**config.mk**
```make
export PLATFORM = sky130hd
export DESIGN_NAME = rael_latch
export DESIGN_NICKNAME = d
export VERILOG_FILES = /design/src/rtl/rael_pkg.sv /design/src/rtl/rael_latch.sv
export VERILOG_INCLUDE_DIRS = /design/src /design/src/rtl
export SDC_FILE = /design/constraint.sdc
export NUM_CORES = 1
export LEC_CHECK = 0
export BUFFER_PORTS_ARGS = -buffer_cell sky130_fd_sc_hd__clkbuf_2
export CORE_MARGIN = 5
export CORE_UTILIZATION = 53
export DETAILED_ROUTE_END_ITERATION = 8
export PLACE_DENSITY = 0.78
export SLEW_MARGIN = 20
export SYNTH_ARGS = -nofsm -noshare
export SYNTH_HDL_FRONTEND = slang
export SYNTH_SLANG_ARGS = --single-unit
```
**constraint.sdc**
```tcl
create_clock -name pclk -period 1.83 [get_ports pclk]
set_input_delay 0.366 -clock pclk [delete_from_list [all_inputs] [get_ports pclk]]
set_output_delay 0.366 -clock pclk [all_outputs]
set_load 0.1 [all_outputs]
```
**src/rtl/rael_defs.svh**
```systemverilog
// Purpose: offsets, field positions and reset values for the receive alarm/event latch
// Assumes: APB byte addresses are four times the register index
// Notes: definitions only
`ifndef RAEL_DEFS_SVH
`define RAEL_DEFS_SVH
`define RAEL_IDX_LINE 10'h090
`define RAEL_IDX_FRAMING 10'h091
`define RAEL_IDX_CLOCK 10'h092
`define RAEL_IDX_CTRL 10'h0A0
`define RAEL_IDX_COND 10'h0A1
`define RAEL_IDX_MASK_LINE 10'h0A2
`define RAEL_IDX_MASK_FR 10'h0A3
`define RAEL_IDX_MASK_LOOP 10'h0A4
`define RAEL_RST_BYTE 8'h00
`define RAEL_E1_IRQ_MASK 8'h0F
`define RAEL_T1_IRQ_MASK 8'h00
`define RAEL_E1_UNUSED_MASK 8'h7F
`define RAEL_T1_UNUSED_MASK 8'hBF
`define RAEL_CTRL_E1_BIT 0
`endif

```
**src/rtl/rael_pkg.sv**
```systemverilog
// Purpose: shared types for the receive alarm/event latch
// Assumes: nothing beyond the defs header
// Notes: condition and event groups travel as packed structs
package rael_pkg;
	typedef struct packed {
		logic remote_alarm_cond;
		logic all_ones_alarm_cond;
		logic signal_loss_cond;
		logic frame_loss_cond;
	} rael_line_cond_t;
	typedef struct packed {
		logic rx_clock_loss_cond;
		logic spare_code_cond;
		logic loop_down_cond;
		logic loop_up_cond;
	} rael_loop_cond_t;
	// One-cycle event strobes from the framer detectors, in register bit order
	typedef struct packed {
		logic pulse_density_violation;
		logic alignment_changed;
		logic eight_zero_run;
		logic sixteen_zero_run;
		logic severe_framing_error;
		logic b8zs_codeword;
		logic framing_bit_error;
	} rael_t1_evt_t;
	typedef struct packed {
		logic crc_resync_criteria;
		logic cas_resync_criteria;
		logic fas_resync_criteria;
		logic signaling_all_ones;
		logic signaling_all_zeros;
		logic crc4_multiframe_mark;
		logic align_frame_mark;
	} rael_e1_evt_t;
	typedef enum logic [1:0] {RAEL_IDLE, RAEL_ACCESS} rael_apb_state_t;
endpackage

```
**src/rtl/rael_latch.sv**
```systemverilog
// Purpose: receive alarm/event latch registers behind an APB slave
// Assumes: condition levels and event strobes are synchronous to pclk
// Notes: all flags are write-one-to-clear; set wins over clear
//
// Contract
// - Every bit of the line alarm latch latches and can raise the interrupt.
// - Clear flags bits 7..4 set on falling edge of remote, AIS, LOS, LOF conditions.
// - LOS detect flag sets on rising edge of signal loss (192 zeros).
// - AIS detect flag bit 2 sets on rising edge of all-ones alarm.
// - LOF detect bit 0 and remote alarm detect bit 3 set on rising edges.
// - T1 framing latch bits 7 and 5..0 latch, bit 6 never sets; none raise the interrupt.
// - T1 pulse density violation sets bit 7.
// - T1 alignment change sets bit 5.
// - T1 eight-zero and sixteen-zero run flags set on their strobes.
// - T1 severe framing error flag sets on two of six framing errors.
// - T1 B8ZS codeword flag sets regardless of line coding selection.
// - T1 framing bit error flag bit 0 sets per errored framing bit.
// - E1 framing latch bits 6..0 latch, bit 7 never sets; only bits 0..3 raise the interrupt.
// - E1 CRC resync criteria flag sets on its strobe.
// - E1 CAS resync criteria flag sets on its strobe.
// - E1 FAS resync criteria flag sets on its strobe.
// - E1 signaling all-ones flag sets on its strobe, also in CCS mode.
// - E1 signaling all-zeros flag sets on its strobe.
// - E1 CRC-4 multiframe flag sets on each multiframe mark.
// - E1 align frame flag sets on each align frame mark.
// - T1 clock loss, spare, loop-down, loop-up clear flags set on falling edges.
// - Clock loss detect flag sets on rising edge of clock loss.
`timescale 1ns/1ps
`include "rael_defs.svh"
module rael_latch (
	input wire logic pclk, // APB clock, 10 MHz
	input wire logic presetn, // Async reset, active low
	input wire logic psel, // APB select
	input wire logic penable, // APB enable
	input wire logic pwrite, // APB direction
	input wire logic [11:0] paddr, // APB byte address
	input wire logic [31:0] pwdata, // APB write data
	output logic [31:0] prdata, // APB read data
	output logic pready, // APB ready
	output logic pslverr, // APB error on unmapped address
	input wire rael_pkg::rael_line_cond_t line_cond, // Line alarm levels
	input wire rael_pkg::rael_loop_cond_t loop_cond, // Clock and loop code levels
	input wire rael_pkg::rael_t1_evt_t t1_evt, // T1 event strobes
	input wire rael_pkg::rael_e1_evt_t e1_evt, // E1 event strobes
	output logic irq, // Interrupt request, active high
	output logic e1_mode // Current mode, 1 = E1
);
	logic [7:0] line_latch;
	logic [7:0] t1_latch;
	logic [7:0] e1_latch;
	logic [7:0] loop_latch;
	logic [7:0] irq_mask_line;
	logic [7:0] irq_mask_fr;
	logic [7:0] irq_mask_loop;
	logic [3:0] line_q;
	logic [3:0] loop_q;
	rael_pkg::rael_apb_state_t state;

	wire [9:0] reg_idx = paddr[11:2];
	wire sel_line = (reg_idx == `RAEL_IDX_LINE);
	wire sel_fr = (reg_idx == `RAEL_IDX_FRAMING);
	wire sel_loop = (reg_idx == `RAEL_IDX_CLOCK);
	wire sel_ctrl = (reg_idx == `RAEL_IDX_CTRL);
	wire sel_cond = (reg_idx == `RAEL_IDX_COND);
	wire sel_mask_line = (reg_idx == `RAEL_IDX_MASK_LINE);
	wire sel_mask_fr = (reg_idx == `RAEL_IDX_MASK_FR);
	wire sel_mask_loop = (reg_idx == `RAEL_IDX_MASK_LOOP);
	wire mapped = sel_line | sel_fr | sel_loop | sel_ctrl | sel_cond | sel_mask_line | sel_mask_fr | sel_mask_loop;
	// Access completes with zero wait states in the access phase
	wire acc = psel & penable & (state == rael_pkg::RAEL_ACCESS);
	wire wr = acc & pwrite & mapped;
	wire rd = acc & ~pwrite;
	wire [7:0] w1c = pwdata[7:0];

	wire [3:0] line_now = line_cond;
	wire [3:0] loop_now = loop_cond;
	wire [3:0] line_rise = line_now & ~line_q;
	wire [3:0] line_fall = ~line_now & line_q;
	wire [3:0] loop_rise = loop_now & ~loop_q;
	wire [3:0] loop_fall = ~loop_now & loop_q;
	wire [7:0] line_set = {line_fall, line_rise};
	wire [7:0] loop_set = {loop_fall, loop_rise};
	wire [7:0] t1_set = {t1_evt.pulse_density_violation, 1'b0, t1_evt.alignment_changed, t1_evt.eight_zero_run,
		t1_evt.sixteen_zero_run, t1_evt.severe_framing_error, t1_evt.b8zs_codeword, t1_evt.framing_bit_error}
		& {8{~e1_mode}} & `RAEL_T1_UNUSED_MASK;
	wire [7:0] e1_set = {1'b0, e1_evt} & {8{e1_mode}} & `RAEL_E1_UNUSED_MASK;
	wire [7:0] fr_view = e1_mode ? e1_latch : t1_latch;
	wire [7:0] fr_irq_ok = e1_mode ? `RAEL_E1_IRQ_MASK : `RAEL_T1_IRQ_MASK;
	wire line_irq_hit = |(line_latch & irq_mask_line);
	wire fr_irq_hit = |(fr_view & fr_irq_ok & irq_mask_fr);
	wire loop_irq_hit = |(loop_latch & irq_mask_loop);
	wire next_irq = line_irq_hit | fr_irq_hit | loop_irq_hit;

	wire [7:0] rd_byte = sel_line ? line_latch :
		sel_fr ? fr_view :
		sel_loop ? loop_latch :
		sel_ctrl ? {7'h00, e1_mode} :
		sel_cond ? {loop_q, line_q} :
		sel_mask_line ? irq_mask_line :
		sel_mask_fr ? irq_mask_fr :
		sel_mask_loop ? irq_mask_loop : `RAEL_RST_BYTE;

	always_ff @(posedge pclk or negedge presetn) begin
		if (!presetn) begin
			state <= rael_pkg::RAEL_IDLE;
		end else begin
			case (state)
				rael_pkg::RAEL_IDLE: state <= (psel & ~penable) ? rael_pkg::RAEL_ACCESS : rael_pkg::RAEL_IDLE;
				rael_pkg::RAEL_ACCESS: state <= (psel & ~penable) ? rael_pkg::RAEL_ACCESS :
					(acc ? rael_pkg::RAEL_IDLE : rael_pkg::RAEL_ACCESS);
				default: state <= rael_pkg::RAEL_IDLE;
			endcase
		end
	end

	always_ff @(posedge pclk or negedge presetn) begin
		if (!presetn) begin
			pready <= 1'b0;
			pslverr <= 1'b0;
			prdata <= 32'h00000000;
		end else begin
			pready <= psel & ~penable;
			pslverr <= psel & ~penable & ~mapped;
			prdata <= (psel & ~penable & ~pwrite) ? {24'h000000, rd_byte} : 32'h00000000;
		end
	end

	always_ff @(posedge pclk or negedge presetn) begin
		if (!presetn) begin
			line_q <= 4'h0;
			loop_q <= 4'h0;
			irq <= 1'b0;
		end else begin
			line_q <= line_now;
			loop_q <= loop_now;
			irq <= next_irq;
		end
	end

	always_ff @(posedge pclk or negedge presetn) begin
		if (!presetn) begin
			e1_mode <= 1'b0;
			irq_mask_line <= `RAEL_RST_BYTE;
			irq_mask_fr <= `RAEL_RST_BYTE;
			irq_mask_loop <= `RAEL_RST_BYTE;
		end else begin
			if (wr & sel_ctrl)
				e1_mode <= pwdata[`RAEL_CTRL_E1_BIT];
			if (wr & sel_mask_line)
				irq_mask_line <= pwdata[7:0];
			if (wr & sel_mask_fr)
				irq_mask_fr <= pwdata[7:0];
			if (wr & sel_mask_loop)
				irq_mask_loop <= pwdata[7:0];
		end
	end

	always_ff @(posedge pclk or negedge presetn) begin
		if (!presetn) begin
			line_latch <= `RAEL_RST_BYTE;
			t1_latch <= `RAEL_RST_BYTE;
			e1_latch <= `RAEL_RST_BYTE;
			loop_latch <= `RAEL_RST_BYTE;
		end else begin
			line_latch <= (line_latch & ~(w1c & {8{wr & sel_line}})) | line_set;
			t1_latch <= (t1_latch & ~(w1c & {8{wr & sel_fr & ~e1_mode}})) | t1_set;
			e1_latch <= (e1_latch & ~(w1c & {8{wr & sel_fr & e1_mode}})) | e1_set;
			loop_latch <= (loop_latch & ~(w1c & {8{wr & sel_loop}})) | loop_set;
		end
	end

	// Assertions
	rising_lof_a: assert property (@(posedge pclk) disable iff (!presetn)
		(line_cond.frame_loss_cond && !$past(line_cond.frame_loss_cond)) |=> line_latch[0])
		else $error("frame loss rise not latched");
	rising_los_a: assert property (@(posedge pclk) disable iff (!presetn)
		(line_cond.signal_loss_cond && !$past(line_cond.signal_loss_cond)) |=> line_latch[1])
		else $error("signal loss rise not latched");
	falling_line_a: assert property (@(posedge pclk) disable iff (!presetn)
		(!line_cond.remote_alarm_cond && $past(line_cond.remote_alarm_cond)) |=> line_latch[7])
		else $error("remote alarm clear not latched");
	ais_detect_a: assert property (@(posedge pclk) disable iff (!presetn)
		$rose(line_cond.all_ones_alarm_cond) |=> line_latch[2])
		else $error("all ones alarm not latched");
	clock_loss_a: assert property (@(posedge pclk) disable iff (!presetn)
		$rose(loop_cond.rx_clock_loss_cond) |=> loop_latch[3])
		else $error("clock loss not latched");
	loop_clear_a: assert property (@(posedge pclk) disable iff (!presetn)
		$fell(loop_cond.loop_up_cond) |=> loop_latch[4])
		else $error("loop up clear not latched");
	t1_no_irq_a: assert property (@(posedge pclk) disable iff (!presetn)
		(!e1_mode && line_latch == 8'h00 && loop_latch == 8'h00) |=> !irq)
		else $error("T1 framing latch raised interrupt");
	e1_high_no_irq_a: assert property (@(posedge pclk) disable iff (!presetn)
		(e1_mode && line_latch == 8'h00 && loop_latch == 8'h00 && e1_latch[3:0] == 4'h0) |=> !irq)
		else $error("E1 upper bits raised interrupt");
	line_irq_a: assert property (@(posedge pclk) disable iff (!presetn)
		(|(line_latch & irq_mask_line)) |=> irq)
		else $error("line latch did not interrupt");
	hold_set_a: assert property (@(posedge pclk) disable iff (!presetn)
		(line_latch[0] && !(wr && sel_line && pwdata[0])) |=> line_latch[0])
		else $error("flag lost without clear");
	set_wins_a: assert property (@(posedge pclk) disable iff (!presetn)
		(wr && sel_fr && !e1_mode && t1_evt.framing_bit_error) |=> t1_latch[0])
		else $error("event lost under clear");
	t1_evt_a: assert property (@(posedge pclk) disable iff (!presetn)
		(!e1_mode && t1_evt.pulse_density_violation) |=> t1_latch[7])
		else $error("T1 event not latched");
	e1_evt_a: assert property (@(posedge pclk) disable iff (!presetn)
		(e1_mode && e1_evt.crc4_multiframe_mark) |=> e1_latch[1])
		else $error("E1 multiframe not latched");
	apb_ready_a: assert property (@(posedge pclk) disable iff (!presetn)
		(psel && !penable) |=> pready)
		else $error("ready not given");

	// Remaining line edges
	remote_rise_a: assert property (@(posedge pclk) disable iff (!presetn)
		$rose(line_cond.remote_alarm_cond) |=> line_latch[3])
		else $error("remote alarm rise not latched");
	ais_fall_a: assert property (@(posedge pclk) disable iff (!presetn)
		$fell(line_cond.all_ones_alarm_cond) |=> line_latch[6])
		else $error("all ones clear not latched");
	los_fall_a: assert property (@(posedge pclk) disable iff (!presetn)
		$fell(line_cond.signal_loss_cond) |=> line_latch[5])
		else $error("signal loss clear not latched");
	lof_fall_a: assert property (@(posedge pclk) disable iff (!presetn)
		$fell(line_cond.frame_loss_cond) |=> line_latch[4])
		else $error("frame loss clear not latched");

	// Clock and loop code edges, same layout in both modes
	clock_fall_a: assert property (@(posedge pclk) disable iff (!presetn)
		$fell(loop_cond.rx_clock_loss_cond) |=> loop_latch[7])
		else $error("clock loss clear not latched");
	spare_fall_a: assert property (@(posedge pclk) disable iff (!presetn)
		$fell(loop_cond.spare_code_cond) |=> loop_latch[6])
		else $error("spare code clear not latched");
	down_fall_a: assert property (@(posedge pclk) disable iff (!presetn)
		$fell(loop_cond.loop_down_cond) |=> loop_latch[5])
		else $error("loop down clear not latched");
	spare_rise_a: assert property (@(posedge pclk) disable iff (!presetn)
		$rose(loop_cond.spare_code_cond) |=> loop_latch[2])
		else $error("spare code detect not latched");
	down_rise_a: assert property (@(posedge pclk) disable iff (!presetn)
		$rose(loop_cond.loop_down_cond) |=> loop_latch[1])
		else $error("loop down detect not latched");
	up_rise_a: assert property (@(posedge pclk) disable iff (!presetn)
		$rose(loop_cond.loop_up_cond) |=> loop_latch[0])
		else $error("loop up detect not latched");

	// T1 event strobes, one flag each
	align_change_a: assert property (@(posedge pclk) disable iff (!presetn)
		(!e1_mode && t1_evt.alignment_changed) |=> t1_latch[5])
		else $error("alignment change not latched");
	eight_zero_a: assert property (@(posedge pclk) disable iff (!presetn)
		(!e1_mode && t1_evt.eight_zero_run) |=> t1_latch[4])
		else $error("eight zero run not latched");
	sixteen_zero_a: assert property (@(posedge pclk) disable iff (!presetn)
		(!e1_mode && t1_evt.sixteen_zero_run) |=> t1_latch[3])
		else $error("sixteen zero run not latched");
	severe_frame_a: assert property (@(posedge pclk) disable iff (!presetn)
		(!e1_mode && t1_evt.severe_framing_error) |=> t1_latch[2])
		else $error("severe framing error not latched");
	b8zs_word_a: assert property (@(posedge pclk) disable iff (!presetn)
		(!e1_mode && t1_evt.b8zs_codeword) |=> t1_latch[1])
		else $error("B8ZS codeword not latched");
	frame_bit_a: assert property (@(posedge pclk) disable iff (!presetn)
		(!e1_mode && t1_evt.framing_bit_error) |=> t1_latch[0])
		else $error("framing bit error not latched");

	// E1 event strobes, one flag each
	crc_resync_a: assert property (@(posedge pclk) disable iff (!presetn)
		(e1_mode && e1_evt.crc_resync_criteria) |=> e1_latch[6])
		else $error("CRC resync not latched");
	cas_resync_a: assert property (@(posedge pclk) disable iff (!presetn)
		(e1_mode && e1_evt.cas_resync_criteria) |=> e1_latch[5])
		else $error("CAS resync not latched");
	fas_resync_a: assert property (@(posedge pclk) disable iff (!presetn)
		(e1_mode && e1_evt.fas_resync_criteria) |=> e1_latch[4])
		else $error("FAS resync not latched");
	sig_ones_a: assert property (@(posedge pclk) disable iff (!presetn)
		(e1_mode && e1_evt.signaling_all_ones) |=> e1_latch[3])
		else $error("signaling all ones not latched");
	sig_zeros_a: assert property (@(posedge pclk) disable iff (!presetn)
		(e1_mode && e1_evt.signaling_all_zeros) |=> e1_latch[2])
		else $error("signaling all zeros not latched");
	align_frame_a: assert property (@(posedge pclk) disable iff (!presetn)
		(e1_mode && e1_evt.align_frame_mark) |=> e1_latch[0])
		else $error("align frame not latched");

	// Strobes of the idle layout must not leak into it
	t1_gated_a: assert property (@(posedge pclk) disable iff (!presetn)
		(e1_mode && t1_latch == 8'h00) |=> t1_latch == 8'h00)
		else $error("T1 layout set in E1 mode");
	e1_gated_a: assert property (@(posedge pclk) disable iff (!presetn)
		(!e1_mode && e1_latch == 8'h00) |=> e1_latch == 8'h00)
		else $error("E1 layout set in T1 mode");
	t1_spare_a: assert property (@(posedge pclk) disable iff (!presetn)
		!t1_latch[6])
		else $error("T1 unused bit set");
	e1_spare_a: assert property (@(posedge pclk) disable iff (!presetn)
		!e1_latch[7])
		else $error("E1 unused bit set");

	// Interrupt paths
	e1_low_irq_a: assert property (@(posedge pclk) disable iff (!presetn)
		(e1_mode && |(e1_latch[3:0] & irq_mask_fr[3:0])) |=> irq)
		else $error("E1 low bits did not interrupt");
	loop_irq_a: assert property (@(posedge pclk) disable iff (!presetn)
		(|(loop_latch & irq_mask_loop)) |=> irq)
		else $error("loop latch did not interrupt");

	// Write-one clear when no event lands in the same cycle
	line_w1c_a: assert property (@(posedge pclk) disable iff (!presetn)
		(wr && sel_line && line_set == 8'h00) |=> line_latch == ($past(line_latch) & ~$past(w1c)))
		else $error("line latch clear wrong");
	t1_w1c_a: assert property (@(posedge pclk) disable iff (!presetn)
		(wr && sel_fr && !e1_mode && t1_set == 8'h00) |=> t1_latch == ($past(t1_latch) & ~$past(w1c)))
		else $error("T1 latch clear wrong");
	e1_w1c_a: assert property (@(posedge pclk) disable iff (!presetn)
		(wr && sel_fr && e1_mode && e1_set == 8'h00) |=> e1_latch == ($past(e1_latch) & ~$past(w1c)))
		else $error("E1 latch clear wrong");
	loop_w1c_a: assert property (@(posedge pclk) disable iff (!presetn)
		(wr && sel_loop && loop_set == 8'h00) |=> loop_latch == ($past(loop_latch) & ~$past(w1c)))
		else $error("loop latch clear wrong");

	// per bit: an event always lands, a flag drops only on its own clear
	for (genvar b = 0; b < 8; b++) begin : g_flag
		set_line_a: assert property (@(posedge pclk) disable iff (!presetn)
			line_set[b] |=> line_latch[b])
			else $error("line event lost");
		set_loop_a: assert property (@(posedge pclk) disable iff (!presetn)
			loop_set[b] |=> loop_latch[b])
			else $error("loop event lost");
		set_t1_a: assert property (@(posedge pclk) disable iff (!presetn)
			t1_set[b] |=> t1_latch[b])
			else $error("T1 event lost");
		set_e1_a: assert property (@(posedge pclk) disable iff (!presetn)
			e1_set[b] |=> e1_latch[b])
			else $error("E1 event lost");
		hold_line_a: assert property (@(posedge pclk) disable iff (!presetn)
			(line_latch[b] && !(wr && sel_line && w1c[b])) |=> line_latch[b])
			else $error("line flag dropped");
		hold_loop_a: assert property (@(posedge pclk) disable iff (!presetn)
			(loop_latch[b] && !(wr && sel_loop && w1c[b])) |=> loop_latch[b])
			else $error("loop flag dropped");
		hold_t1_a: assert property (@(posedge pclk) disable iff (!presetn)
			(t1_latch[b] && !(wr && sel_fr && !e1_mode && w1c[b])) |=> t1_latch[b])
			else $error("T1 flag dropped");
		hold_e1_a: assert property (@(posedge pclk) disable iff (!presetn)
			(e1_latch[b] && !(wr && sel_fr && e1_mode && w1c[b])) |=> e1_latch[b])
			else $error("E1 flag dropped");
	end

	// Bus side
	ready_pulse_a: assert property (@(posedge pclk) disable iff (!presetn)
		pready |=> !pready)
		else $error("ready held too long");
	unmapped_err_a: assert property (@(posedge pclk) disable iff (!presetn)
		(psel && !penable && !mapped) |=> pslverr)
		else $error("unmapped access not flagged");
	read_upper_a: assert property (@(posedge pclk) disable iff (!presetn)
		rd |-> prdata[31:8] == 24'h000000)
		else $error("read upper bits not zero");
	idle_data_a: assert property (@(posedge pclk) disable iff (!presetn)
		!(psel && !penable && !pwrite) |=> prdata == 32'h00000000)
		else $error("read data left standing");
	mode_write_a: assert property (@(posedge pclk) disable iff (!presetn)
		(wr && sel_ctrl) |=> e1_mode == $past(pwdata[`RAEL_CTRL_E1_BIT]))
		else $error("mode write lost");
	mask_write_a: assert property (@(posedge pclk) disable iff (!presetn)
		(wr && sel_mask_line) |=> irq_mask_line == $past(w1c))
		else $error("line mask write lost");
	unmapped_wr_a: assert property (@(posedge pclk) disable iff (!presetn)
		(acc && pwrite && !mapped) |=> e1_mode == $past(e1_mode))
		else $error("unmapped write took effect");
	cond_read_a: assert property (@(posedge pclk) disable iff (!presetn)
		(psel && !penable && !pwrite && sel_cond) |=> prdata[7:0] == $past({loop_q, line_q}))
		else $error("condition read wrong");
endmodule

```
==> impl_metrics.xml, run 1 <==
<?xml version="1.0" encoding="UTF-8"?>
<metrics>
  <group name="yosys">
    <metric name="synthFlopType" unit="">sky130_fd_sc_hd__dfrtp_1</metric>
    <metric name="synth-xor-area-share" unit="%">0</metric>
    <metric name="ys_warn_count" unit="">0</metric>
    <metric name="synth.lib_cells_used.distinct" unit="">53</metric>
    <metric name="count_of_state_elements_after_synthesis" unit="">77</metric>
    <metric name="synth_mux_area_share" unit="%">8.47</metric>
    <metric name="gate_count_of_the_mapped_netlist" unit="">364</metric>
    <metric name="synth-adder-area-share" unit="%">0</metric>
    <metric name="post-synth-top-count-cell" unit="">sky130_fd_sc_hd__dfrtp_1</metric>
    <metric name="synth_top_area_share" unit="%">49.4</metric>
    <metric name="yosys.area_share.simple" unit="%">13.4</metric>
    <metric name="synth.largest_area_cell" unit="">sky130_fd_sc_hd__dfrtp_1</metric>
    <metric name="synth_area" unit="mm²">0.00390</metric>
    <metric name="synth-edff-count" unit="">0</metric>
    <metric name="dominant_combinational_cell_family_by_area_after_synthesis" unit="">compound AO/OA/AOI/OAI gates</metric>
    <metric name="top_cells_by_area_in_the_synthesized_netlist" unit="">sky130_fd_sc_hd__dfrtp_1, sky130_fd_sc_hd__mux2_2, sky130_fd_sc_hd__a22o_1</metric>
    <metric name="synthesis.area_per_instance" unit="µm²">10.7</metric>
    <metric name="post_synth_most_frequent_cells" unit="">sky130_fd_sc_hd__dfrtp_1, sky130_fd_sc_hd__nand2_1, sky130_fd_sc_hd__a21oi_1</metric>
    <metric name="synthArstFlopShare" unit="%">100</metric>
    <metric name="synth_compound_gate_area_share" unit="%">20.4</metric>
    <metric name="synth.yosys.seq_area_share" unit="%">49.4</metric>
  </group>
  <group name="setup_path">
    <metric name="crit_path_end_kind" unit="">flop</metric>
    <metric name="r2r_setup_slack" unit="ns">0.12</metric>
    <metric name="cp-start-kind" unit="">flop</metric>
    <metric name="timing.critical_path.arrival" unit="ns">1.95</metric>
    <metric name="timing.reg2reg.worst_path_depth" unit="">5</metric>
    <metric name="cp_data_required_time" unit="ns">2.07</metric>
    <metric name="cp_max_fo" unit="">8</metric>
    <metric name="criticalPathCategory" unit="">reg -&gt; reg</metric>
  </group>
  <group name="detailed_routing">
    <metric name="finalWirelength" unit="mm">10.8</metric>
    <metric name="route.detailed.vias_per_inst" unit="">5.86</metric>
    <metric name="detailedRoute.firstPassIterationCount" unit="">5</metric>
    <metric name="routedWlPerCell" unit="µm">19.2</metric>
    <metric name="drc" unit="">0</metric>
    <metric name="drt_iter0_markers" unit="">414</metric>
    <metric name="postRouteAntennaNets" unit="">0</metric>
    <metric name="routed-via-count" unit="">3315</metric>
  </group>
  <group name="clock_tree">
    <metric name="clock_sinks" unit="">77</metric>
    <metric name="worst_skew_pair.late_latency" unit="ns">0.36</metric>
    <metric name="clock_h_tree_levels" unit="">3</metric>
    <metric name="clock_tree.buffer_depth" unit="">2</metric>
    <metric name="cts_buf_count" unit="">9</metric>
    <metric name="clock_tree_from_tritoncts" unit="">done</metric>
    <metric name="clock_tree.root_cell" unit="">sky130_fd_sc_hd__clkbuf_8</metric>
    <metric name="clock_slew_at_the_register_clock_pins_of_the_worst_setup_and_hold_paths" unit="ns">0.08</metric>
    <metric name="cts_repair_resize_count" unit="">0</metric>
    <metric name="post-cts-setup-buffers" unit="">0</metric>
  </group>
  <group name="floorplan">
    <metric name="dieWidth" unit="µm">95.8</metric>
    <metric name="core_area" unit="mm²">0.00721</metric>
    <metric name="top_level_ports" unit="">107</metric>
    <metric name="floorplan.die_area" unit="mm²">0.00917</metric>
    <metric name="initial_core_util" unit="%">54.1</metric>
    <metric name="fp-row-count" unit="">31</metric>
    <metric name="die_height" unit="µm">95.8</metric>
  </group>
  <group name="pwr">
    <metric name="ir_worst_vdd" unit="µV">420</metric>
    <metric name="report.power.total" unit="µW">3420</metric>
    <metric name="cellLeakagePower" unit="µW">0.00219</metric>
    <metric name="power_density_cells" unit="mW/mm²">732</metric>
  </group>
  <group name="layout">
    <metric name="fillers" unit="">648</metric>
    <metric name="layout.nets" unit="">533</metric>
    <metric name="seq_area" unit="mm²">0.00193</metric>
    <metric name="finalCoreUtilization" unit="%">64.8</metric>
    <metric name="area_of_combinational_cells_with_multiple_inputs" unit="mm²">0.00174</metric>
    <metric name="antenna_cells_inserted" unit="">0</metric>
    <metric name="fin_cells" unit="">566</metric>
    <metric name="area_growth_syn_to_layout" unit="%">19.8</metric>
    <metric name="drive_above_1_share" unit="%">33.2</metric>
  </group>
  <group name="timing">
    <metric name="slew-limit-headroom" unit="%">63.7</metric>
    <metric name="clock-skew-final" unit="ns">0.00757</metric>
    <metric name="achievable_frequency" unit="GHz">0.585</metric>
    <metric name="timing_max_transition_violations_final" unit="">0</metric>
    <metric name="final_hold_viol_count" unit="">0</metric>
    <metric name="final_min_period_over_clock_period" unit="%">93.4</metric>
    <metric name="clock_period_minus_final_worst_setup_slack" unit="ns">1.71</metric>
    <metric name="final_number_of_setup_violating_endpoints" unit="">0</metric>
    <metric name="worst-slew-pin-transition" unit="ns">0.546</metric>
    <metric name="rsz0062_at_grt" unit="">false</metric>
  </group>
  <group name="global_routing">
    <metric name="antenna_violations_before_repair" unit="">0</metric>
    <metric name="grt.total_usage" unit="%">25.7</metric>
    <metric name="grt_overflow" unit="">0</metric>
    <metric name="first_global_vias" unit="">3279</metric>
    <metric name="grt_start_max_net_pins" unit="">33</metric>
    <metric name="grt_pass1_wl" unit="mm">17.4</metric>
  </group>
  <group name="placed_design">
    <metric name="finalWeightedCongestion" unit="">0.977</metric>
    <metric name="port-buffer-count" unit="">56</metric>
    <metric name="place_inst" unit="">549</metric>
    <metric name="place.detailed.hpwl" unit="mm">8.23</metric>
  </group>
  <group name="worst_hold_path">
    <metric name="timing.hold.worst.start" unit="">loop_cond[2]</metric>
    <metric name="worstHoldPathType" unit="">in -&gt; reg</metric>
    <metric name="worst_hold_path.num_cells" unit="">1</metric>
  </group>
  <group name="flow_run">
    <metric name="max_cap_violations" unit="">0</metric>
  </group>
  <group name="status">
    <metric name="outcome" unit="">finished clean</metric>
  </group>
</metrics>
-- metrics by stage --
stage	setup slack [ns]	instance area [µm²]	hold slack, ns	TNS (ns)
2_1_floorplan	-0.00323	3990	0.0704	-0.00646
3_3_place_gp	-0.190	4480	0.333	-3.19
3_5_place_dp	-0.203	4480	0.337	-4.92
4_1_cts	0.139	4670	0.115	0
5_1_grt	0.0815	4670	0.110	0
6_report	0.121	4670	0.127	0
-- final timing paths --
| path | endpoint |
|---|---|
| hold / removal | loop_q[2] |
| setup reg to reg | irq_mask_fr[7] |
| min in group asynchronous | t1_latch[5] |
| setup / recovery | irq_mask_fr[7] |
| hold reg to reg | loop_latch[1] |
| max in group asynchronous | line_q[2] |
-- routing by layer --
metal	GRT usage (%)	part of all wire (%)	vias up
li1	-	-	1491
met1	34.9	42	1649
met2	40.4	48	156
met3	5.79	8.3	19
met4	9.36	2.3	0
met5	0	0	-
-- worst max-delay path, stage by stage (launching register included) --
cell and delay, ns:
sky130_fd_sc_hd__dfrtp_1 0.35, sky130_fd_sc_hd__and4_1 0.26, sky130_fd_sc_hd__nand2_1 0.21, sky130_fd_sc_hd__nor3_4 0.29
sky130_fd_sc_hd__buf_12 0.16, sky130_fd_sc_hd__mux2_2 0.33
-- cell type report --
class | count | area share (%)
clock inverters | 4 | 0.482
flip-flops and latches | 77 | 41.3
clock buffers | 12 | 3.32
multi-input cells | 261 | 37.3
inverters | 11 | 0.884
well taps | 99 | 2.65
repair buffers | 102 | 14.1
-- logic make-up (layout without fill, tap and decap cells) --
group	Yosys count	in the layout
AO/OA/AOI/OAI	109	109
buffers and inverters	49	129
flip-flops	77	77
multiplexers	30	30
other	1	24
AND/OR/NAND/NOR	98	98
-- repair_timing --
item | in CTS | in global routing
endpoints found under the hold margin | 29 | 0
hold buffers | 1 | 0
setup endpoints to repair | 0 | 0
-- registers in the layout, indices dropped and copies added, names as in the netlist, 4 cells and up, named ones only --
register       count
loop_latch         8
loop_q             4
line_latch         8
line_q             4
irq_mask_line      8
e1_latch           8
t1_latch           8
irq_mask_loop      8
prdata             8
irq_mask_fr        8
-- power by group --
| part | switching, µW | internal, µW | total [µW] | leakage (µW) |
|---|---|---|---|---|
| clock | 616 | 560 | 1180 | 0.0000921 |
| sequential | 14.2 | 1720 | 1740 | 0.000927 |
| combinational | 399 | 106 | 504 | 0.00117 |
-- cells in the final DEF (no fill, tap or decap), types with 3 or more instances in the layout --
cell	instances
sky130_fd_sc_hd__a21oi_1	29
sky130_fd_sc_hd__a221oi_1	5
sky130_fd_sc_hd__a22o_1	26
sky130_fd_sc_hd__buf_4	45
sky130_fd_sc_hd__clkbuf_2	54
sky130_fd_sc_hd__clkbuf_8	11
sky130_fd_sc_hd__clkinv_2	3
sky130_fd_sc_hd__conb_1	24
sky130_fd_sc_hd__dfrtp_1	76
sky130_fd_sc_hd__inv_1	11
sky130_fd_sc_hd__mux2_2	24
sky130_fd_sc_hd__mux2i_1	6
sky130_fd_sc_hd__nand2_1	44
sky130_fd_sc_hd__nand2b_1	3
sky130_fd_sc_hd__nand3_1	6
sky130_fd_sc_hd__nor2_1	17
sky130_fd_sc_hd__nor2b_1	4
sky130_fd_sc_hd__o21ai_0	16
sky130_fd_sc_hd__o2bb2ai_1	10
sky130_fd_sc_hd__or3_1	4
(Power assumes the default switching activity.)
==> run 2: changes to the inputs <==
Settings changed: ABC_AREA set to 1, PLACE_DENSITY 0.78 to 0.77.
==> run 2 against run 1 <==
- the run now ends with negative hold slack left
- synthesized cell count grew 38%
- setup slack lost 0.032 ns
- worst hold slack lost 0.14 ns
- routed wire length shrank 7.8%
- global-route usage shrank 3.7 points
- power shrank 0.92%
- clock skew grew 0.0010 ns
- count of clock-buffer cells in the layout shrank 2
- die area grew 2.0%
- design area grew 3.1%
- critical endpoint is now e1_mode
- largest cell class unchanged
==> impl_metrics.xml, run 2 <==
<?xml version="1.0" encoding="UTF-8"?>
<metrics>
  <group name="layout">
    <metric name="fillers" unit="">633</metric>
    <metric name="antenna_cells_inserted" unit="">0</metric>
    <metric name="seq_area" unit="mm²">0.00193</metric>
    <metric name="final_area" unit="mm²">0.00481</metric>
    <metric name="drive_above_1_share" unit="%">23.4</metric>
    <metric name="most_common_cell_after_layout_fill_and_taps_aside" unit="">sky130_fd_sc_hd__nand2_1</metric>
    <metric name="mostFrequentLayoutCells" unit="">sky130_fd_sc_hd__nand2_1, sky130_fd_sc_hd__dfrtp_1, sky130_fd_sc_hd__inv_1</metric>
    <metric name="layout.nets" unit="">670</metric>
    <metric name="fin_cells" unit="">702</metric>
    <metric name="area_growth_syn_to_layout" unit="%">20.8</metric>
    <metric name="area_of_combinational_cells_with_multiple_inputs" unit="mm²">0.00170</metric>
  </group>
  <group name="placed_design">
    <metric name="pre_cts_ws" unit="ns">-0.157</metric>
    <metric name="placed_cell_area" unit="mm²">0.00463</metric>
    <metric name="place.detailed.hpwl" unit="mm">7.82</metric>
    <metric name="port-buffer-count" unit="">56</metric>
    <metric name="place_inst" unit="">687</metric>
    <metric name="finalWeightedCongestion" unit="">0.961</metric>
  </group>
  <group name="floorplan">
    <metric name="initial_core_util" unit="%">54.7</metric>
    <metric name="core_area" unit="mm²">0.00729</metric>
    <metric name="die_height" unit="µm">96.7</metric>
    <metric name="floorplan.die_area" unit="mm²">0.00936</metric>
    <metric name="top_level_ports" unit="">107</metric>
    <metric name="dieWidth" unit="µm">96.7</metric>
    <metric name="fp-row-count" unit="">31</metric>
  </group>
  <group name="setup_path">
    <metric name="critPathBufInv" unit="">1</metric>
    <metric name="timing.reg2reg.worst_path_depth" unit="">4</metric>
    <metric name="regToRegEndpoint" unit="">irq</metric>
    <metric name="crit_path_end_kind" unit="">output port</metric>
    <metric name="r2r_setup_slack" unit="ns">0.20</metric>
    <metric name="critical-path-slowest-cell" unit="">sky130_fd_sc_hd__dfrtp_2</metric>
    <metric name="cp_data_required_time" unit="ns">1.46</metric>
    <metric name="cp-start-kind" unit="">flop</metric>
    <metric name="critPathTopFamily" unit="">flip-flops</metric>
    <metric name="cp_max_fo" unit="">23</metric>
    <metric name="timing.critical_path.arrival" unit="ns">1.38</metric>
    <metric name="critical_path.cell_chain" unit="">buf_4</metric>
    <metric name="cp_slowest_stage_delay" unit="ns">0.65</metric>
    <metric name="criticalPathCategory" unit="">reg -&gt; out</metric>
    <metric name="r2r-start" unit="">e1_mode</metric>
  </group>
  <group name="timing">
    <metric name="final_number_of_setup_violating_endpoints" unit="">0</metric>
    <metric name="clock-skew-final" unit="ns">0.00857</metric>
    <metric name="clock_period_minus_final_worst_setup_slack" unit="ns">1.74</metric>
    <metric name="layout_setup_ws" unit="ns">0.0890</metric>
    <metric name="worst-slew-pin-transition" unit="ns">0.545</metric>
    <metric name="achievable_frequency" unit="GHz">0.574</metric>
    <metric name="fin_tns_setup" unit="ns">0</metric>
    <metric name="final_hold_viol_count" unit="">17</metric>
    <metric name="slew-limit-headroom" unit="%">63.8</metric>
    <metric name="holdWs" unit="ns">-0.0109</metric>
    <metric name="final_min_period_over_clock_period" unit="%">95.1</metric>
    <metric name="timing_max_transition_violations_final" unit="">0</metric>
    <metric name="rsz0062_at_grt" unit="">false</metric>
  </group>
  <group name="yosys">
    <metric name="synthesis.area_per_instance" unit="µm²">7.94</metric>
    <metric name="synth_area" unit="mm²">0.00399</metric>
    <metric name="ys_warn_count" unit="">0</metric>
    <metric name="synth-edff-count" unit="">0</metric>
    <metric name="synth.yosys.seq_area_share" unit="%">48.3</metric>
    <metric name="synthArstFlopShare" unit="%">100</metric>
    <metric name="post_synth_most_frequent_cells" unit="">sky130_fd_sc_hd__nand2_1, sky130_fd_sc_hd__dfrtp_1, sky130_fd_sc_hd__inv_1</metric>
    <metric name="synth.lib_cells_used.distinct" unit="">31</metric>
    <metric name="synthFlopType" unit="">sky130_fd_sc_hd__dfrtp_1</metric>
    <metric name="count_of_state_elements_after_synthesis" unit="">77</metric>
    <metric name="synth.largest_area_cell" unit="">sky130_fd_sc_hd__dfrtp_1</metric>
    <metric name="synth_top_area_share" unit="%">48.3</metric>
    <metric name="gate_count_of_the_mapped_netlist" unit="">502</metric>
    <metric name="top_cells_by_area_in_the_synthesized_netlist" unit="">sky130_fd_sc_hd__dfrtp_1, sky130_fd_sc_hd__nand2_1, sky130_fd_sc_hd__o21ai_0</metric>
    <metric name="post-synth-top-count-cell" unit="">sky130_fd_sc_hd__nand2_1</metric>
  </group>
  <group name="pwr">
    <metric name="report.power.total" unit="µW">3390</metric>
    <metric name="ir_worst_vdd" unit="µV">441</metric>
    <metric name="power_density_cells" unit="mW/mm²">703</metric>
    <metric name="cellLeakagePower" unit="µW">0.00260</metric>
  </group>
  <group name="clock_tree">
    <metric name="clock_h_tree_levels" unit="">3</metric>
    <metric name="cts.hold.buffers_added" unit="">0</metric>
    <metric name="worst_skew_pair.late_latency" unit="ns">0.35</metric>
    <metric name="cts_buf_count" unit="">9</metric>
    <metric name="clock_sinks" unit="">77</metric>
    <metric name="clock_tree.root_cell" unit="">sky130_fd_sc_hd__clkbuf_8</metric>
    <metric name="clock_tree.buffer_depth" unit="">2</metric>
    <metric name="clock_tree_from_tritoncts" unit="">done</metric>
    <metric name="cts_repair_resize_count" unit="">0</metric>
    <metric name="post-cts-setup-buffers" unit="">0</metric>
    <metric name="clock_slew_at_the_register_clock_pins_of_the_worst_setup_and_hold_paths" unit="ns">0.08</metric>
  </group>
  <group name="detailed_routing">
    <metric name="route.detailed.vias_per_inst" unit="">5.21</metric>
    <metric name="drt_iter0_markers" unit="">278</metric>
    <metric name="finalWirelength" unit="mm">10.0</metric>
    <metric name="drc" unit="">0</metric>
    <metric name="routed-via-count" unit="">3658</metric>
    <metric name="postRouteAntennaNets" unit="">0</metric>
    <metric name="detailedRoute.firstPassIterationCount" unit="">5</metric>
    <metric name="routedWlPerCell" unit="µm">14.2</metric>
  </group>
  <group name="global_routing">
    <metric name="antenna_violations_before_repair" unit="">0</metric>
    <metric name="grt_pass1_wl" unit="mm">16.8</metric>
    <metric name="first_global_vias" unit="">3537</metric>
    <metric name="grt_overflow" unit="">0</metric>
    <metric name="grt.total_usage" unit="%">22.0</metric>
    <metric name="grt_start_max_net_pins" unit="">40</metric>
  </group>
  <group name="status">
    <metric name="violations" unit="">negative hold slack</metric>
    <metric name="outcome" unit="">complete, but fails checks</metric>
  </group>
  <group name="worst_hold_path">
    <metric name="worstHoldPathType" unit="">in -&gt; async</metric>
  </group>
  <group name="flow_run">
    <metric name="max_cap_violations" unit="">0</metric>
  </group>
</metrics>
==> run 2: cell count changes after synthesis, sizes merged, moves of 19 or more <==
cell	change
a21oi	-25
o21ai	+57
nand3	+19
nand2	+108
inv	+56
mux2	-24
a22o	-23
==> run 2: layout make-up <==
| class | count | area share (%) |
|---|---|---|
| sequential | 77 | 40.0 |
| tap | 99 | 2.57 |
| clock inverter | 5 | 1.09 |
| timing repair buffer | 97 | 13.1 |
| inverter | 67 | 5.22 |
| multi-input combinational | 347 | 35.3 |
| clock buffer | 10 | 2.65 |
==> run 2: kinds of logic (layout without fill, tap and decap cells) <==
logic type,after synthesis,after routing,synth area share (%)
AOI/OAI and AO/OA,96,96,14.1
buffers and inverters,101,179,12.1
and+or+nand+nor,223,223,24.5
DFF,77,77,48.3
muxes,4,4,1.00
other,1,24,0.0941
==> run 2: where the power goes <==
part | switching [µW] | internal [µW] | leakage (µW)
clock network | 600 | 616 | 0.0000919
registers | 3.94 | 1710 | 0.000860
logic | 376 | 76.7 | 0.00165
==> run 2: worst max-delay path by stage <==
stage / depth (start not counted) / slack [ns] / end / start
after global placement: 14 / -0.11 / irq_mask_line[0] / paddr[11]
after global routing: 15 / 0.03 / line_latch[7] / paddr[11]
after CTS: 1 / 0.07 / e1_mode / e1_mode
after detailed placement: 15 / -0.16 / line_latch[7] / paddr[11]
after floorplan: 13 / 0.001 / irq_mask_fr[6] / paddr[11]
final: 1 / 0.09 / e1_mode / e1_mode
==> run 2: stage by stage <==
step	util [%]	hold WS [ns]
floorplan	-	0.0704
global placement	63.6	0.366
detailed placement	63.6	0.375
CTS	66.0	0.00339
global route	66.0	0.0386
finish	66.0	-0.0109
==> run 2: metal layers <==
metal	share of wire [%]	vias up	wire length [µm]	GRT usage (%)
met2	47	151	4740	35.6
li1	-	1756	-	-
met5	0	-	0	0
met4	2.0	0	196	6.70
met1	43	1730	4280	30.0
met3	7.8	21	784	4.24
==> run 3: changes to the inputs <==
Settings changed: CORE_MARGIN 5 to 3, GPL_TIMING_DRIVEN set to 0, PLACE_DENSITY 0.77 to 0.91.
==> run 3 against run 2 <==
- the run now ends clean
- design area rose by 3.3%
- worst hold slack gained 0.15 ns
- sequential power barely moved
- via count increased by 4.0%
- sequential share of layout area decreased by 1.3 points
- clock skew fell by 0.0024 ns
- maximum frequency shrank 1.6%
- first-iteration DRC count increased by 46%
- die area down 8.1%
- combinational power rose by 9.9%
- global-route usage up 3.2 points
- register-to-register slack got worse by 0.05 ns
- critical path type is now in -> reg
- largest cell class unchanged
==> impl_metrics.xml, run 3 (synthesized netlist as in run 2, its figures left out) <==
<?xml version="1.0" encoding="UTF-8"?>
<metrics>
  <group name="setup_path">
    <metric name="cp_data_required_time" unit="ns">2.08</metric>
    <metric name="cp_max_fo" unit="">10</metric>
    <metric name="cp-start-kind" unit="">input port</metric>
    <metric name="timing.critical_path.arrival" unit="ns">2.02</metric>
    <metric name="crit_path_end_kind" unit="">flop</metric>
    <metric name="criticalPathCategory" unit="">in -&gt; reg</metric>
  </group>
  <group name="layout">
    <metric name="area_growth_syn_to_layout" unit="%">24.7</metric>
    <metric name="most_common_cell_after_layout_fill_and_taps_aside" unit="">sky130_fd_sc_hd__nand2_1</metric>
    <metric name="drive_above_1_share" unit="%">25.2</metric>
    <metric name="antenna_cells_inserted" unit="">0</metric>
    <metric name="layout.nets" unit="">681</metric>
    <metric name="mostFrequentLayoutCells" unit="">sky130_fd_sc_hd__nand2_1, sky130_fd_sc_hd__dfrtp_1, sky130_fd_sc_hd__inv_1</metric>
  </group>
  <group name="detailed_routing">
    <metric name="routed-via-count" unit="">3805</metric>
    <metric name="route.detailed.vias_per_inst" unit="">5.36</metric>
    <metric name="drc" unit="">0</metric>
    <metric name="drt_iter0_markers" unit="">405</metric>
    <metric name="routedWlPerCell" unit="µm">14.8</metric>
    <metric name="finalWirelength" unit="mm">10.5</metric>
    <metric name="postRouteAntennaNets" unit="">0</metric>
    <metric name="detailedRoute.firstPassIterationCount" unit="">7</metric>
  </group>
  <group name="flow_run">
    <metric name="max_cap_violations" unit="">0</metric>
  </group>
  <group name="floorplan">
    <metric name="die_height" unit="µm">92.7</metric>
    <metric name="core_area" unit="mm²">0.00706</metric>
    <metric name="floorplan.die_area" unit="mm²">0.00860</metric>
    <metric name="top_level_ports" unit="">107</metric>
    <metric name="dieWidth" unit="µm">92.7</metric>
    <metric name="fp-row-count" unit="">30</metric>
    <metric name="initial_core_util" unit="%">56.5</metric>
  </group>
  <group name="clock_tree">
    <metric name="clock_tree.buffer_depth" unit="">2</metric>
    <metric name="clock_sinks" unit="">77</metric>
    <metric name="clock_slew_at_the_register_clock_pins_of_the_worst_setup_and_hold_paths" unit="ns">0.08</metric>
    <metric name="clock_h_tree_levels" unit="">3</metric>
    <metric name="cts_buf_count" unit="">9</metric>
    <metric name="clock_tree_from_tritoncts" unit="">done</metric>
    <metric name="clock_tree.root_cell" unit="">sky130_fd_sc_hd__clkbuf_8</metric>
    <metric name="worst_skew_pair.late_latency" unit="ns">0.36</metric>
  </group>
  <group name="pwr">
    <metric name="share_seq_of_total_power" unit="%">46.1</metric>
    <metric name="clkPwrFrac" unit="%">40.5</metric>
    <metric name="cellLeakagePower" unit="µW">0.00271</metric>
    <metric name="ir_worst_vdd" unit="µV">542</metric>
    <metric name="power.internal" unit="µW">2720</metric>
    <metric name="power.share.combinational" unit="%">13.4</metric>
    <metric name="power_switching" unit="µW">1010</metric>
    <metric name="switching_share" unit="%">27.1</metric>
    <metric name="power_density_cells" unit="mW/mm²">749</metric>
  </group>
  <group name="global_routing">
    <metric name="grt_overflow" unit="">0</metric>
    <metric name="grt.total_usage" unit="%">25.2</metric>
    <metric name="first_global_vias" unit="">3555</metric>
    <metric name="antenna_violations_before_repair" unit="">0</metric>
    <metric name="grt_pass1_wl" unit="mm">16.8</metric>
    <metric name="grt_start_max_net_pins" unit="">50</metric>
  </group>
  <group name="timing">
    <metric name="fin_tns_setup" unit="ns">0</metric>
    <metric name="clock_period_minus_final_worst_setup_slack" unit="ns">1.77</metric>
    <metric name="final_min_period_over_clock_period" unit="%">96.7</metric>
    <metric name="clock-skew-final" unit="ns">0.00622</metric>
    <metric name="worst-slew-pin-transition" unit="ns">0.541</metric>
    <metric name="rsz0062_at_grt" unit="">true</metric>
    <metric name="achievable_frequency" unit="GHz">0.565</metric>
    <metric name="final_hold_viol_count" unit="">0</metric>
    <metric name="holdWs" unit="ns">0.134</metric>
    <metric name="timing_max_transition_violations_final" unit="">0</metric>
    <metric name="final_number_of_setup_violating_endpoints" unit="">0</metric>
    <metric name="slew-limit-headroom" unit="%">64.1</metric>
  </group>
  <group name="placed_design">
    <metric name="place.detailed.hpwl" unit="mm">7.81</metric>
    <metric name="port-buffer-count" unit="">56</metric>
    <metric name="finalWeightedCongestion" unit="">0.930</metric>
  </group>
  <group name="worst_hold_path">
    <metric name="worstHoldPathType" unit="">in -&gt; reg</metric>
  </group>
  <group name="status">
    <metric name="outcome" unit="">finished clean</metric>
  </group>
</metrics>
==> run 3: power by group through the flow <==
stage,clock network (µW),registers [µW],logic (µW)
after floorplan,0,1770,322
after global placement,0,1750,460
after detailed placement,0,1750,476
after CTS,1530,1720,481
after global routing,1610,1720,528
final,1510,1720,498
==> run 3: critical path, stage by stage <==
cell,delay [ns]
sky130_fd_sc_hd__clkbuf_2,0.08
sky130_fd_sc_hd__inv_1,0.08
sky130_fd_sc_hd__nand2_4,0.08
sky130_fd_sc_hd__nor2_4,0.21
sky130_fd_sc_hd__buf_4,0.15
sky130_fd_sc_hd__nand3_1,0.08
sky130_fd_sc_hd__nand2_1,0.08
sky130_fd_sc_hd__nor2_1,0.06
sky130_fd_sc_hd__nand2_4,0.11
sky130_fd_sc_hd__nand2_8,0.10
sky130_fd_sc_hd__or2_1,0.24
sky130_fd_sc_hd__buf_6,0.14
sky130_fd_sc_hd__buf_8,0.14
sky130_fd_sc_hd__nand2_1,0.07
sky130_fd_sc_hd__o21ai_2,0.05
==> run 3: worst paths after layout <==
path / from / to / slack [ns] / depth (start not counted)
max: paddr[8] / irq_mask_fr[5] / 0.06 / 15
min: loop_cond[2] / loop_q[2] / 0.13 / 1
max reg2reg: e1_mode / irq / 0.15 / 5
min reg2reg: irq_mask_fr[6] / irq_mask_fr[6] / 0.49 / 2
max in group asynchronous: presetn / e1_mode / 0.75 / 3
min in group asynchronous: presetn / prdata[4] / 0.49 / 2
==> run 3: timing repair <==
item / in CTS / in global routing
hold buffers: 1 / 0
hold endpoints to repair: 28 / 0
buffers inserted: 1 / 14
gates cloned: 0 / 1
pin swaps: 1 / 8
resized for setup: 1 / 21
setup endpoints to repair: 4 / 47
==> run 3: layer usage <==
layer  track usage (%)  part of all wire [%]
met2              40.7                    48
met5                 0                     0
met3              7.39                   9.1
met4              9.16                   2.3
met1              32.2                    40
==> run 3: per-stage QoR <==
step / cells / util (%) / instance area (µm²) / worst slack, ns / power, µW
floorplan: 525 / - / 4120 / 0.00112 / 2090
global placement: 677 / 64.0 / 4520 / -0.390 / 2210
detailed placement: 678 / 64.5 / 4550 / -0.401 / 2230
CTS: 695 / 68.0 / 4800 / 0.0155 / 3730
global route: 710 / 70.5 / 4970 / -0.0113 / 3860
finish: 710 / 70.5 / 4970 / 0.0604 / 3730
==> run 3: final cells by class <==
cell class                      instances  area, µm²
Clock inverter                          5        100
Fill cell                             560       2080
Timing Repair Buffer                   73        440
Buffer                                 34        241
Clock buffer                           10        128
Inverter                               67        251
Tap cell                               96        120
Multi-Input combinational cell        348       1760
Sequential cell                        77       1930
